$ cat config.mk
export PLATFORM = sky130hd
export DESIGN_NAME = sas_sequencer
export DESIGN_NICKNAME = d
export VERILOG_FILES = /design/src/verilog/sas_pkg.sv /design/src/verilog/sas_timing_lut.sv /design/src/verilog/sas_sequencer.sv
export SDC_FILE = /design/constraint.sdc
export NUM_CORES = 1
export LEC_CHECK = 0
export BUFFER_PORTS_ARGS = -buffer_cell sky130_fd_sc_hd__buf_2
export CAP_MARGIN = 0
export CELL_PAD_IN_SITES_DETAIL_PLACEMENT = 2
export CELL_PAD_IN_SITES_GLOBAL_PLACEMENT = 2
export CORE_MARGIN = 5
export CORE_UTILIZATION = 31
export CTS_CLUSTER_SIZE = 10
export DETAILED_ROUTE_END_ITERATION = 10
export GPL_TIMING_DRIVEN = 1
export PLACE_DENSITY = 0.77
export SYNTH_ARGS = -nofsm -noshare
export SYNTH_HDL_FRONTEND = slang
export SYNTH_HIERARCHICAL = 1
export SYNTH_SLANG_ARGS = --single-unit
$ cat constraint.sdc
create_clock -name i_ref_clk -period 3.1 [get_ports i_ref_clk]
set_clock_uncertainty 0.1 [all_clocks]
set_input_delay 0.31 -clock i_ref_clk [delete_from_list [all_inputs] [get_ports i_ref_clk]]
set_output_delay 0.31 -clock i_ref_clk [all_outputs]
set_load 0.02 [all_outputs]
$ cat src/verilog/sas_pkg.sv
// Shared constants for the successive-approximation converter sequencer.
package sas_pkg;

    // ---------------------------------------------------------------
    // Register map and bus
    // ---------------------------------------------------------------
    localparam int          ADDR_W         = 8;
    localparam logic [7:0]  MODE_OFS       = 8'h00;
    localparam logic [7:0]  CHAN_OFS       = 8'h04;
    localparam logic [7:0]  WIDE_OFS       = 8'h08;
    localparam logic [7:0]  NARROW_OFS     = 8'h0C;
    localparam logic [7:0]  STATUS_OFS     = 8'h10;
    localparam logic [1:0]  RESP_OKAY      = 2'h0;
    localparam logic [1:0]  RESP_SLVERR    = 2'h2;

    // ---------------------------------------------------------------
    // Field positions
    // ---------------------------------------------------------------
    localparam int          MODE_CE_BIT    = 0;
    localparam int          MODE_TIME_LSB  = 1;
    localparam int          MODE_TIME_W    = 6;
    localparam int          MODE_START_BIT = 7;
    localparam int          CHAN_W         = 3;
    localparam int          STAT_DONE_BIT  = 0;
    localparam int          STAT_BUSY_BIT  = 1;

    // ---------------------------------------------------------------
    // Reset values and conversion shape
    // ---------------------------------------------------------------
    localparam logic [7:0]  MODE_RST       = 8'h00;
    localparam logic [2:0]  CHAN_RST       = 3'h0;
    localparam logic [15:0] WIDE_RST       = 16'h0000;
    localparam logic [7:0]  NARROW_RST     = 8'h00;
    localparam int          RES_W          = 10;
    localparam int          JUSTIFY_SHIFT  = 6;
    localparam logic [9:0]  FIRST_TRIAL    = 10'h200;
    localparam logic [3:0]  MSB_IDX        = 4'h9;

    // ---------------------------------------------------------------
    // Phase timing defaults, in clock cycles
    // ---------------------------------------------------------------
    localparam int          CNT_W          = 8;
    localparam logic [7:0]  SAMP_BASE      = 8'h08;
    localparam logic [7:0]  SAMP_STEP      = 8'h04;
    localparam logic [7:0]  CMP_BASE       = 8'h04;
    localparam logic [7:0]  CMP_STEP       = 8'h02;

endpackage

$ cat src/verilog/sas_timing_lut.sv
// Lookup of sampling and comparison phase lengths per conversion-time code.
`timescale 1ns/100ps

module sas_timing_lut #(
    parameter logic [7:0] SAMP_BASE = sas_pkg::SAMP_BASE,
    parameter logic [7:0] SAMP_STEP = sas_pkg::SAMP_STEP,
    parameter logic [7:0] CMP_BASE  = sas_pkg::CMP_BASE,
    parameter logic [7:0] CMP_STEP  = sas_pkg::CMP_STEP
) (
    input  wire logic       i_ref_clk,
    input  wire logic       i_rst,
    input  wire logic [5:0] i_time_code,
    output logic      [7:0] o_samp_cycles,
    output logic      [7:0] o_cmp_cycles
);

    logic [15:0] rom [64];

    // ---------------------------------------------------------------
    // Table contents: frequency bits scale sampling, level bits scale comparison.
    // ---------------------------------------------------------------
    for (genvar g = 0; g < 64; g++) begin : g_entry
        localparam logic [3:0] FREQ = 4'(g >> 2);
        localparam logic [1:0] LVL  = 2'(g);
        assign rom[g] = {8'(SAMP_BASE + 8'(FREQ) * SAMP_STEP), 8'(CMP_BASE + 8'(LVL) * CMP_STEP)};
    end

    always_ff @(posedge i_ref_clk) begin
        if (i_rst) begin
            o_samp_cycles <= SAMP_BASE;
            o_cmp_cycles  <= CMP_BASE;
        end else begin
            o_samp_cycles <= rom[i_time_code][15:8];
            o_cmp_cycles  <= rom[i_time_code][7:0];
        end
    end

endmodule // sas_timing_lut

$ cat src/verilog/sas_sequencer.sv
// Register slave and sequencer of the ten-bit successive-approximation converter.
//
// Implementation choices: the AXI4-Lite register port and the placing of the registers.
`timescale 1ns/100ps

// What this block does
// - Comparator enable, mode bit 0, powers the comparator up.
// - Mode bits 6 to 1 select conversion time: frequency and level bits.
// - One input converted at a time, chosen by channel bits 2 to 0.
// - Writing one to mode bit 7 starts conversion of the selected channel.
// - Fixed sampling phase first, then hold until all decisions end.
// - First trial sets bit 9 and selects the half-reference tap.
// - Bit 9 stays one if input is at least half reference, else cleared.
// - Bit 8 trial uses quarter or three-quarter tap; kept when input at least tap.
// - Trial and decide continues down to bit 0: ten comparisons.
// - After tenth decision result is latched and interrupt raised together.
// - Next conversion starts at once while the start bit stays one.
// - Channel write aborts conversion; restarts from sampling if start is one.
// - Clearing start halts at once; results keep the last completed value.
// - Reset clears wide result to 0000 and narrow result to 00.
// - Wide result is the ten-bit value times 64; narrow holds eight bits.
// - After a channel change the next interrupt follows one conversion time.
// - Only single-channel select operation; no scanning.
// - Channel register resets to zero; codes 6 and 7 prohibited.
// - A result read coinciding with result update returns the old value.
// - Mode or channel write at conversion end blocks store and interrupt.
// - Channel writes do not clear the done flag; only software does.
module sas_sequencer #(
    parameter logic [7:0] SAMP_BASE = sas_pkg::SAMP_BASE,
    parameter logic [7:0] SAMP_STEP = sas_pkg::SAMP_STEP,
    parameter logic [7:0] CMP_BASE  = sas_pkg::CMP_BASE,
    parameter logic [7:0] CMP_STEP  = sas_pkg::CMP_STEP
) (
    input  wire logic                       i_ref_clk,
    input  wire logic                       i_rst,
    input  wire logic [sas_pkg::ADDR_W-1:0] i_awaddr,
    input  wire logic                       i_awvalid,
    output logic                            o_awready,
    input  wire logic [31:0]                i_wdata,
    input  wire logic [3:0]                 i_wstrb,
    input  wire logic                       i_wvalid,
    output logic                            o_wready,
    output logic [1:0]                      o_bresp,
    output logic                            o_bvalid,
    input  wire logic                       i_bready,
    input  wire logic [sas_pkg::ADDR_W-1:0] i_araddr,
    input  wire logic                       i_arvalid,
    output logic                            o_arready,
    output logic [31:0]                     o_rdata,
    output logic [1:0]                      o_rresp,
    output logic                            o_rvalid,
    input  wire logic                       i_rready,
    input  wire logic                       i_comp_ge,
    output logic                            o_comparator_enable,
    output logic                            o_sample_en,
    output logic [2:0]                      o_channel_select,
    output logic [9:0]                      o_tap_code,
    output logic                            o_done_irq
);

    typedef enum logic [1:0] {
        SAS_IDLE    = 2'b00,
        SAS_SAMPLE  = 2'b01,
        SAS_COMPARE = 2'b10
    } sas_phase_t;

    typedef struct packed {
        logic [7:0]  mode;
        logic [2:0]  chan;
        logic [15:0] wide;
        logic [7:0]  narrow;
        logic        flag;
        sas_phase_t  phase;
        logic [7:0]  cnt;
        logic [3:0]  bit_idx;
        logic [9:0]  approximation_register;
        logic        cmp_s1;
        logic        cmp_s2;
        logic        cmp_s3;
        logic        cmp;
        logic        irq;
        logic        aw_held;
        logic [7:0]  awaddr;
        logic        w_held;
        logic [7:0]  wdata;
        logic        wstrb0;
        logic        bvalid;
        logic [1:0]  bresp;
        logic        rvalid;
        logic [31:0] rdata;
        logic [1:0]  rresp;
    } sas_state_t;

    sas_state_t s_r;
    sas_state_t s_nxt;
    logic [7:0] samp_cycles;
    logic [7:0] cmp_cycles;
    logic       wr_go;
    logic       wr_mode;
    logic       wr_chan;
    logic       wr_stat;
    logic       wr_ok;
    logic       conv_end;
    logic [9:0] final_val;
    logic       cmp_now;

    // ---------------------------------------------------------------
    // Phase length table
    // ---------------------------------------------------------------
    sas_timing_lut #(
        .SAMP_BASE     (SAMP_BASE),
        .SAMP_STEP     (SAMP_STEP),
        .CMP_BASE      (CMP_BASE),
        .CMP_STEP      (CMP_STEP)
    ) u_lut (
        .i_ref_clk     (i_ref_clk),
        .i_rst         (i_rst),
        .i_time_code   (s_r.mode[sas_pkg::MODE_TIME_LSB +: sas_pkg::MODE_TIME_W]),
        .o_samp_cycles (samp_cycles),
        .o_cmp_cycles  (cmp_cycles)
    );

    // ---------------------------------------------------------------
    // Outputs
    // ---------------------------------------------------------------
    assign o_awready           = !s_r.aw_held && !s_r.bvalid;
    assign o_wready            = !s_r.w_held && !s_r.bvalid;
    assign o_bvalid            = s_r.bvalid;
    assign o_bresp             = s_r.bresp;
    assign o_arready           = !s_r.rvalid;
    assign o_rvalid            = s_r.rvalid;
    assign o_rdata             = s_r.rdata;
    assign o_rresp             = s_r.rresp;
    assign o_comparator_enable = s_r.mode[sas_pkg::MODE_CE_BIT];
    assign o_sample_en         = (s_r.phase == SAS_SAMPLE);
    assign o_channel_select    = s_r.chan;
    assign o_tap_code          = s_r.approximation_register;
    assign o_done_irq          = s_r.irq;

    // ---------------------------------------------------------------
    // Next state
    // ---------------------------------------------------------------
    always_comb begin
        s_nxt     = s_r;
        s_nxt.irq = 1'b0;
        wr_go     = s_r.aw_held && s_r.w_held && !s_r.bvalid;
        wr_ok     = wr_go && s_r.wstrb0;
        wr_mode   = wr_ok && (s_r.awaddr == sas_pkg::MODE_OFS);
        wr_chan   = wr_ok && (s_r.awaddr == sas_pkg::CHAN_OFS);
        wr_stat   = wr_ok && (s_r.awaddr == sas_pkg::STATUS_OFS);
        conv_end  = (s_r.phase == SAS_COMPARE) && (s_r.cnt == 8'h01) && (s_r.bit_idx == 4'h0);
        // A comparator change counts once the two later stages agree. The
        // decision takes that value in the same cycle, so the shortest compare
        // phase still judges its own tap and not the one before it.
        cmp_now   = (s_r.cmp_s2 == s_r.cmp_s3) ? s_r.cmp_s3 : s_r.cmp;
        final_val = s_r.approximation_register;
        final_val[0] = cmp_now;

        // Write channels are held separately and retired together.
        if (i_awvalid && o_awready) begin
            s_nxt.aw_held = 1'b1;
            s_nxt.awaddr  = i_awaddr;
        end
        if (i_wvalid && o_wready) begin
            s_nxt.w_held = 1'b1;
            s_nxt.wdata  = i_wdata[7:0];
            s_nxt.wstrb0 = i_wstrb[0];
        end
        if (wr_go) begin
            s_nxt.aw_held = 1'b0;
            s_nxt.w_held  = 1'b0;
            s_nxt.bvalid  = 1'b1;
            unique case (s_r.awaddr)
                sas_pkg::MODE_OFS, sas_pkg::CHAN_OFS, sas_pkg::STATUS_OFS,
                sas_pkg::WIDE_OFS, sas_pkg::NARROW_OFS: s_nxt.bresp = sas_pkg::RESP_OKAY;
                default:                                s_nxt.bresp = sas_pkg::RESP_SLVERR;
            endcase
        end
        if (s_r.bvalid && i_bready) begin
            s_nxt.bvalid = 1'b0;
        end

        // Read data are captured from the current registers, so a result
        // update on the same edge is seen only by the next read.
        if (i_arvalid && !s_r.rvalid) begin
            s_nxt.rvalid = 1'b1;
            s_nxt.rresp  = sas_pkg::RESP_OKAY;
            s_nxt.rdata  = 32'h0000_0000;
            unique case (i_araddr)
                sas_pkg::MODE_OFS:   s_nxt.rdata[7:0]  = s_r.mode;
                sas_pkg::CHAN_OFS:   s_nxt.rdata[2:0]  = s_r.chan;
                sas_pkg::WIDE_OFS:   s_nxt.rdata[15:0] = s_r.wide;
                sas_pkg::NARROW_OFS: s_nxt.rdata[7:0]  = s_r.narrow;
                sas_pkg::STATUS_OFS: begin
                    s_nxt.rdata[sas_pkg::STAT_DONE_BIT] = s_r.flag;
                    s_nxt.rdata[sas_pkg::STAT_BUSY_BIT] = (s_r.phase != SAS_IDLE);
                end
                default:             s_nxt.rresp = sas_pkg::RESP_SLVERR;
            endcase
        end
        if (s_r.rvalid && i_rready) begin
            s_nxt.rvalid = 1'b0;
        end

        // Comparator decision crosses in from the analog side.
        s_nxt.cmp_s1 = i_comp_ge;
        s_nxt.cmp_s2 = s_r.cmp_s1;
        s_nxt.cmp_s3 = s_r.cmp_s2;
        if (s_r.cmp_s2 == s_r.cmp_s3) begin
            s_nxt.cmp = s_r.cmp_s3;
        end

        // Conversion sequence.
        unique case (s_r.phase)
            SAS_IDLE: begin
                if (s_r.mode[sas_pkg::MODE_START_BIT]) begin
                    s_nxt.phase = SAS_SAMPLE;
                    s_nxt.cnt   = samp_cycles;
                end
            end
            SAS_SAMPLE: begin
                s_nxt.cnt = s_r.cnt - 8'h01;
                if (s_r.cnt == 8'h01) begin
                    s_nxt.phase   = SAS_COMPARE;
                    s_nxt.cnt     = cmp_cycles;
                    s_nxt.bit_idx = sas_pkg::MSB_IDX;
                    s_nxt.approximation_register     = sas_pkg::FIRST_TRIAL;
                end
            end
            SAS_COMPARE: begin
                s_nxt.cnt = s_r.cnt - 8'h01;
                if (s_r.cnt == 8'h01) begin
                    s_nxt.approximation_register[s_r.bit_idx] = cmp_now;
                    if (s_r.bit_idx == 4'h0) begin
                        s_nxt.phase = SAS_SAMPLE;
                        s_nxt.cnt   = samp_cycles;
                        if (!(wr_mode || wr_chan)) begin
                            s_nxt.wide   = {final_val, 6'h00};
                            s_nxt.narrow = final_val[9:2];
                            s_nxt.irq    = 1'b1;
                        end
                    end else begin
                        s_nxt.bit_idx                 = s_r.bit_idx - 4'h1;
                        s_nxt.approximation_register[s_r.bit_idx - 4'h1] = 1'b1;
                        s_nxt.cnt                     = cmp_cycles;
                    end
                end
            end
            default: begin
                s_nxt.phase = SAS_IDLE;
            end
        endcase

        // Register writes take effect after the sequence step and win over it, except that a done-flag set wins over a status clear.
        if (wr_mode) begin
            s_nxt.mode = s_r.wdata;
            if (!s_r.wdata[sas_pkg::MODE_START_BIT]) begin
                s_nxt.phase = SAS_IDLE;
            end
        end
        if (wr_chan) begin
            s_nxt.chan = s_r.wdata[sas_pkg::CHAN_W-1:0];
            if (s_r.phase != SAS_IDLE) begin
                s_nxt.phase = s_r.mode[sas_pkg::MODE_START_BIT] ? SAS_SAMPLE : SAS_IDLE;
                s_nxt.cnt   = samp_cycles;
            end
        end
        if (wr_stat && s_r.wdata[sas_pkg::STAT_DONE_BIT]) begin
            s_nxt.flag = 1'b0;
        end
        if (s_nxt.irq) begin
            s_nxt.flag = 1'b1;
        end
    end

    always_ff @(posedge i_ref_clk) begin
        if (i_rst) begin
            s_r        <= '0;
            s_r.mode   <= sas_pkg::MODE_RST;
            s_r.chan   <= sas_pkg::CHAN_RST;
            s_r.wide   <= sas_pkg::WIDE_RST;
            s_r.narrow <= sas_pkg::NARROW_RST;
        end else begin
            s_r <= s_nxt;
        end
    end

    // ---------------------------------------------------------------
    // Checks
    // ---------------------------------------------------------------
    stopped_idle_a: assert property (@(posedge i_ref_clk) disable iff (i_rst)
        !s_r.mode[sas_pkg::MODE_START_BIT] |-> s_r.phase == SAS_IDLE)
        else $error("Sequencer runs with start bit clear.");

    wide_justify_a: assert property (@(posedge i_ref_clk) disable iff (i_rst)
        s_r.wide[5:0] == 6'h00)
        else $error("Wide result low bits not zero.");

    narrow_match_a: assert property (@(posedge i_ref_clk) disable iff (i_rst)
        s_r.narrow == s_r.wide[15:8])
        else $error("Narrow result differs from wide upper byte.");

    irq_store_a: assert property (@(posedge i_ref_clk) disable iff (i_rst)
        conv_end && !(wr_mode || wr_chan) |=> o_done_irq && s_r.flag && s_r.wide == {$past(final_val), 6'h00})
        else $error("Result or interrupt missing at conversion end.");

    first_trial_a: assert property (@(posedge i_ref_clk) disable iff (i_rst)
        s_r.phase == SAS_SAMPLE ##1 s_r.phase == SAS_COMPARE |-> o_tap_code == sas_pkg::FIRST_TRIAL)
        else $error("First trial is not half reference.");

    hold_phase_a: assert property (@(posedge i_ref_clk) disable iff (i_rst)
        s_r.phase == SAS_COMPARE |-> !o_sample_en && s_r.bit_idx <= sas_pkg::MSB_IDX)
        else $error("Sampling during comparison.");

    chan_abort_a: assert property (@(posedge i_ref_clk) disable iff (i_rst)
        wr_chan && s_r.phase != SAS_IDLE && s_r.mode[sas_pkg::MODE_START_BIT] && !wr_mode
        |=> s_r.phase == SAS_SAMPLE && !o_done_irq)
        else $error("Channel write did not restart sampling.");

    write_wins_a: assert property (@(posedge i_ref_clk) disable iff (i_rst)
        conv_end && (wr_mode || wr_chan) |=> !o_done_irq && $stable(s_r.wide))
        else $error("Result stored despite coinciding register write.");

    flag_set_wins_a: assert property (@(posedge i_ref_clk) disable iff (i_rst)
        o_done_irq |-> s_r.flag)
        else $error("Done flag lost at interrupt.");

    start_go_a: assert property (@(posedge i_ref_clk) disable iff (i_rst)
        s_r.phase == SAS_IDLE && s_r.mode[sas_pkg::MODE_START_BIT] && !wr_mode && !wr_chan
        |=> s_r.phase == SAS_SAMPLE)
        else $error("Start bit did not begin sampling.");

    trial_bit_a: assert property (@(posedge i_ref_clk) disable iff (i_rst)
        s_r.phase == SAS_COMPARE && s_r.cnt == 8'h01 && s_r.bit_idx != 4'h0 && !wr_mode && !wr_chan
        |=> s_r.phase == SAS_COMPARE && o_tap_code[s_r.bit_idx] == 1'b1)
        else $error("Next trial bit not set after a decision.");

    reset_clear_a: assert property (@(posedge i_ref_clk)
        $fell(i_rst) |-> s_r.wide == 16'h0000 && s_r.narrow == 8'h00 && o_channel_select == 3'h0)
        else $error("Result or channel registers not cleared by reset.");

    auto_repeat_a: assert property (@(posedge i_ref_clk) disable iff (i_rst)
        conv_end |=> s_r.phase == (s_r.mode[sas_pkg::MODE_START_BIT] ? SAS_SAMPLE : SAS_IDLE))
        else $error("Next conversion did not follow at once.");

endmodule // sas_sequencer

* After elaboration in Yosys (flattened, before gate mapping) *
Memories as Yosys holds them, arrays and structs flattened. A register that Yosys moved wholly into a read port is not among the register bits.
Index checks and enable logic that the tools add are counted.

cells by class
  multiplexer cells = 32
  equality and inequality tests = 15
  reduce and logical (&&, ||, !) cells = 36
  $add $sub $neg = 2
  bitwise logic cells = 3
  magnitude comparators = 4

operators by type and width
  kind                                                         number
  two-way mux 24 bit                                           2
  == test 8 x 4 -> 1 bit (second input constant)               4
  two-way mux 10 bit                                           3
  case mux 14 bit (2 select lines)                             1
  case mux 8 bit (3 select lines)                              1
  == test 8 x 3 -> 1 bit (second input constant)               2
  == test 8 x 5 -> 1 bit (second input constant)               2
  logical AND 1 bit                                            16
  zero test 8 bit                                              2
  two-way mux 8 bit                                            2
  case mux 5 bit (3 select lines)                              1
  two-way mux 14 bit                                           1
  bitwise mux 10 bit                                           1
  less-than comparator 4 x 5 -> 1 bit (second input constant)  2
  two-way mux 1 bit                                            10
  two-way mux 2 bit                                            5
  OR 10 bit                                                    1
  OR reduction 5 bit                                           2
  demux 1 bit (select 4 bit)                                   2
  == test 8 x 1 -> 1 bit (second input constant)               1
  >= comparator 4 x 1 -> 1 bit (second input constant)         2
  case mux 2 bit (4 select lines)                              1
  AND reduction 4 bit                                          2
  subtractor 8 x 1 -> 8 bit (second input constant)            1
  17 further kinds                                             25

storage, ports and cells
  output and inout bits = 57
  memories = 1
  bits in read-only memories = 1,024
  register bits = 100
  logic and storage cells = 117

memories
  memory            words  bits a word  read ports  clocked after Yosys merged registers in  write ports  RTL line              source
  (name not given)  64     16           1           1                                        0            sas_timing_lut.sv:33  o_samp_cycles <= rom[i_time_code][15:8];

* Logic depth before layout (Yosys ltp) *
  word-level depth = 13
  mapped depth = 8
  mapped depth without buffers = 7

* Modules after synthesis *
The synthesis kept the hierarchy.

modules (own cells, without submodules)
  module          seq. area each (µm²)  cells each  times used  area each (µm²)
  sas_sequencer   1,801.7               619         1           4,894.7
  sas_timing_lut  160.2                 30          1           316.6

* Worst setup path before layout *
Ideal clock, no wire load.

  path type = reg2reg
  start point = reg s_r[84] in the netlist's numbering
  end point = reg s_r[76] in the netlist's numbering
  path buffers = 1
  clock period less this slack = 2,366 ps
  cell stages (with the launch flop) = 8
  arrival time = 2,163 ps
  setup slack = 734 ps
  library setup time = 103 ps
  path through = dfxtp_1 inv_1 ha_1 or4bb_4 or4_4 buf_6 and3_4 a2111oi_2

between the ends
  word-level cells in the longest chain between the ends = 4
  elaborated cells between the ends (all ways) = 7
  classes of those cells = eq/ne: 2; mux: 3; reduce/logical: 2

RTL lines
  element                                      RTL line              source
  start: declaration                           sas_sequencer.sv:94   sas_state_t s_r;
  start signal: assignment                     sas_sequencer.sv:284  s_r <= s_nxt;
  == test 2 bit, or another cell as far along  sas_sequencer.sv:214  unique case (s_r.phase)
  case mux 8 bit (3 select lines)              sas_sequencer.sv:214
  two-way mux 10 bit                           sas_sequencer.sv:263  if (s_r.phase != SAS_IDLE) begin
  two-way mux 10 bit (*)                       sas_sequencer.sv:261  if (wr_chan) begin

Every way passes the cells marked *; elsewhere a longest branch is shown, timed or not.
A chain may end at the register's enable or synchronous reset.

* Final worst setup path *
  start point = reg s_r[49] in the netlist's numbering
  end point = reg s_r[78] in the netlist's numbering

between the ends
  word-level cells in the longest chain between the ends = 3

RTL lines
  element                 RTL line              source
  == test 8 x 3 -> 1 bit  sas_sequencer.sv:149  wr_chan = wr_ok && (s_r.awaddr == sas_pkg::CHAN_OFS);
  logical AND 1 bit       sas_sequencer.sv:149
  two-way mux 10 bit      sas_sequencer.sv:261

No other way between the ends.

==> flow_summary.ini <==
[run_status]
status = complete, no violations

[placed_design]
place_hpwl_um = 12500
placed_area_um2 = 5470
globalplace.congestion = 0.866
dp_slack_ns = 0.570
port-buffer-count = 71

[global_route]
grt_max_degree = 47
grt_pass1_vias = 5258
grt_antenna_before_repair = 0
overflow = 0
grt_pass1_wl_um = 28000
grt_usage_pct = 17.7

[yosys]
synthesis.area_um2 = 5210
synth_common_cells = 98 x dfxtp_1, 93 x nand2_1, 60 x a21oi_1
synth_edf_count = 0
ys_seq_area_share_pct = 37.6
postSynth.asyncResetShare_pct = 0
yosysMostFrequentCell = dfxtp_1
yosysTopAreaCell = dfxtp_1
avgSynthCellArea_um2 = 8.03
synth_top_area_share_pct = 37.6
synth_cell_types = 63
synth_cells = 649
yosysWarnings = 6
synth_top_cells_by_area = dfxtp_1 38%, buf_4 8.4%, nand2_1 6.7%
ys.flop_type = dfxtp_1
synth-seq-cells = 98

[final_layout]
nFillCells = 1940
utilization_pct = 34.8
nets = 746
final_area_um2 = 5750
syn_to_final_growth_pct = 10.3
diodes = 0
drive_gt1_share_pct = 18.2

[critical_path]
cp.required_ns = 3.19
cp_max_fo = 8
critPathLaunchType = flop
cp_cell_sequence = or4_4 > nor4_2 > nand4_1 > o21ai_0 > a211oi_1
slowest_stage = or4_4
crit_arrival_ns = 2.64
cp-startpoint = s_r[49]
worstPathBufferInverterCount = 0
cp_top_family = simple AND/OR/NAND/NOR gates
reg2reg_from = s_r[49]
critPathMaxStageDelay_ns = 0.58
critPathCaptureType = flop
path_class = reg2reg

[die]
io_pins = 117
initial_utilization_pct = 31.5
dieArea_um2 = 19500
core_area_um2 = 16500
rows = 47
fp.dieH_um = 140
die_w_um = 140

[timing]
max_clock_freq_ghz = 0.393
rsz0062_at_grt = no
tightest_slew_ns = 0.923
setup_viol = 0
final_max_slew_viol_count = 0
hold_violations = 0
period_needed_ns = 2.55
setup_ws_ns = 0.553
tns_ns = 0
max_slew_margin_pct = 38.4
finalCritPeriodShare_pct = 82.2

[clock_tree]
cts_tree = done
clock_path_buffers = 2
clk_pin_slew_ns = 0.07
cts_sinks = 98
h-tree-depth = 3
post_cts_buffers = 0
clock_latency_ns = 0.36
cts_root_buf = clkbuf_16
cts_buffers = 9
hold_buffers = 0
post_cts_resize_count = 0

[drt]
dr.pass1.iters = 4
drtIter0Drc = 143
drc = 0
routedWlPerCell_um = 18.8
antenna_left = 0
wirelength_um = 17000
vias = 4713
vias_per_cell = 5.22

[power]
p_leak_nw = 2.31
p_per_area_nw_per_um2 = 446
peakVddDrop_uv = 253
total_power_mw = 2.56

[min_path]
hold_class = in2reg
hp-start = i_rready

[run]
max_cap_violations = 0
[kinds of logic after synthesis]
family / count (synthesis) / share of synthesized area (%)
other: 2 / 0.144
DFF: 98 / 37.6
adders and majority gates: 9 / 2.11
buffers and inverters: 111 / 12.5
xor gates and xnor gates: 2 / 0.336
muxes: 21 / 4.18
AOI/OAI and AO/OA: 166 / 19.7
and+or+nand+nor: 240 / 23.3
[cell usage in the layout (no fill, tap or decap), types with 4 or more instances in the layout]
cell and count:
nor4_1 6, nor2_1 47, nand2_1 93, o21ai_0 36, buf_2 71, nor3_1 7, buf_4 17, o211ai_1 5
or3_1 5, nand3b_1 4, a31oi_1 13, mux2i_1 15, nand2b_1 10, nand3_1 17, a21oi_1 60, a22o_1 7
nor2b_1 17, a22oi_1 14, inv_1 17, or4_1 4, a211oi_1 4, clkbuf_16 9, a311oi_1 4, dfxtp_1 98
conb_1 26, nand4_1 4, ha_1 8, mux2_2 6
[worst register-to-register path, delay by kind of cell, from the launching register on]
kind            cells  cell delay (ns)
compound gates      2             0.44
simple gates        3             1.54
flops               1             0.31
[worst paths after layout]
path / end / slack [ns] / cells past startpoint
setup / recovery: s_r[78] / 0.55 / 5
hold / removal: o_rvalid / 0.04 / 2
setup reg to reg: s_r[78] / 0.55 / 5
hold reg to reg: s_nxt[59] / 0.35 / 1
[routing by layer]
| layer | track usage (%) | part of all wire (%) |
|---|---|---|
| met1 | 21.6 | 44 |
| met2 | 31.7 | 52 |
| met3 | 3.95 | 2.8 |
| met4 | 4.08 | 1.2 |
| met5 | 0 | 0 |
[cell type report]
| cell class | instances | area [um^2] | area share, % |
|---|---|---|---|
| clock inverter | 6 | 50.0 | 0.871 |
| inverter | 17 | 63.8 | 1.11 |
| tap | 220 | 275 | 4.79 |
| sequential | 98 | 1960 | 34.1 |
| clock buffer | 10 | 229 | 3.98 |
| multi-input combinational | 464 | 2690 | 46.7 |
| timing repair buffer | 88 | 483 | 8.40 |
[registers in the layout (all words and copies together), names as in the netlist]
| name | cells |
|---|---|
| o_bresp | 1 |
| o_rvalid | 1 |
| o_bvalid | 1 |
| o_channel_select | 3 |
| s_nxt | 2 |
| o_comparator_enable | 1 |
| o_rresp | 1 |
| o_rdata | 16 |
| u_lut/o_samp_cycles | 5 |
| u_lut/o_cmp_cycles | 3 |
| o_tap_code | 10 |
| s_r | 53 |
| o_done_irq | 1 |
[power by group]
part           internal [mW]  switching (mW)
Combinational         0.0519           0.120
Clock                  0.555           0.531
Sequential              1.28          0.0229
Total                   1.89           0.674
[through the flow]
step / cells / hold WS, ns
CTS: 903 / 0.0223
finish: 903 / 0.0382
detailed placement: 887 / 0.343
floorplan: 673 / 0.279
global placement: 887 / 0.325
global route: 903 / 0.0312
(Power assumes the default switching activity.)
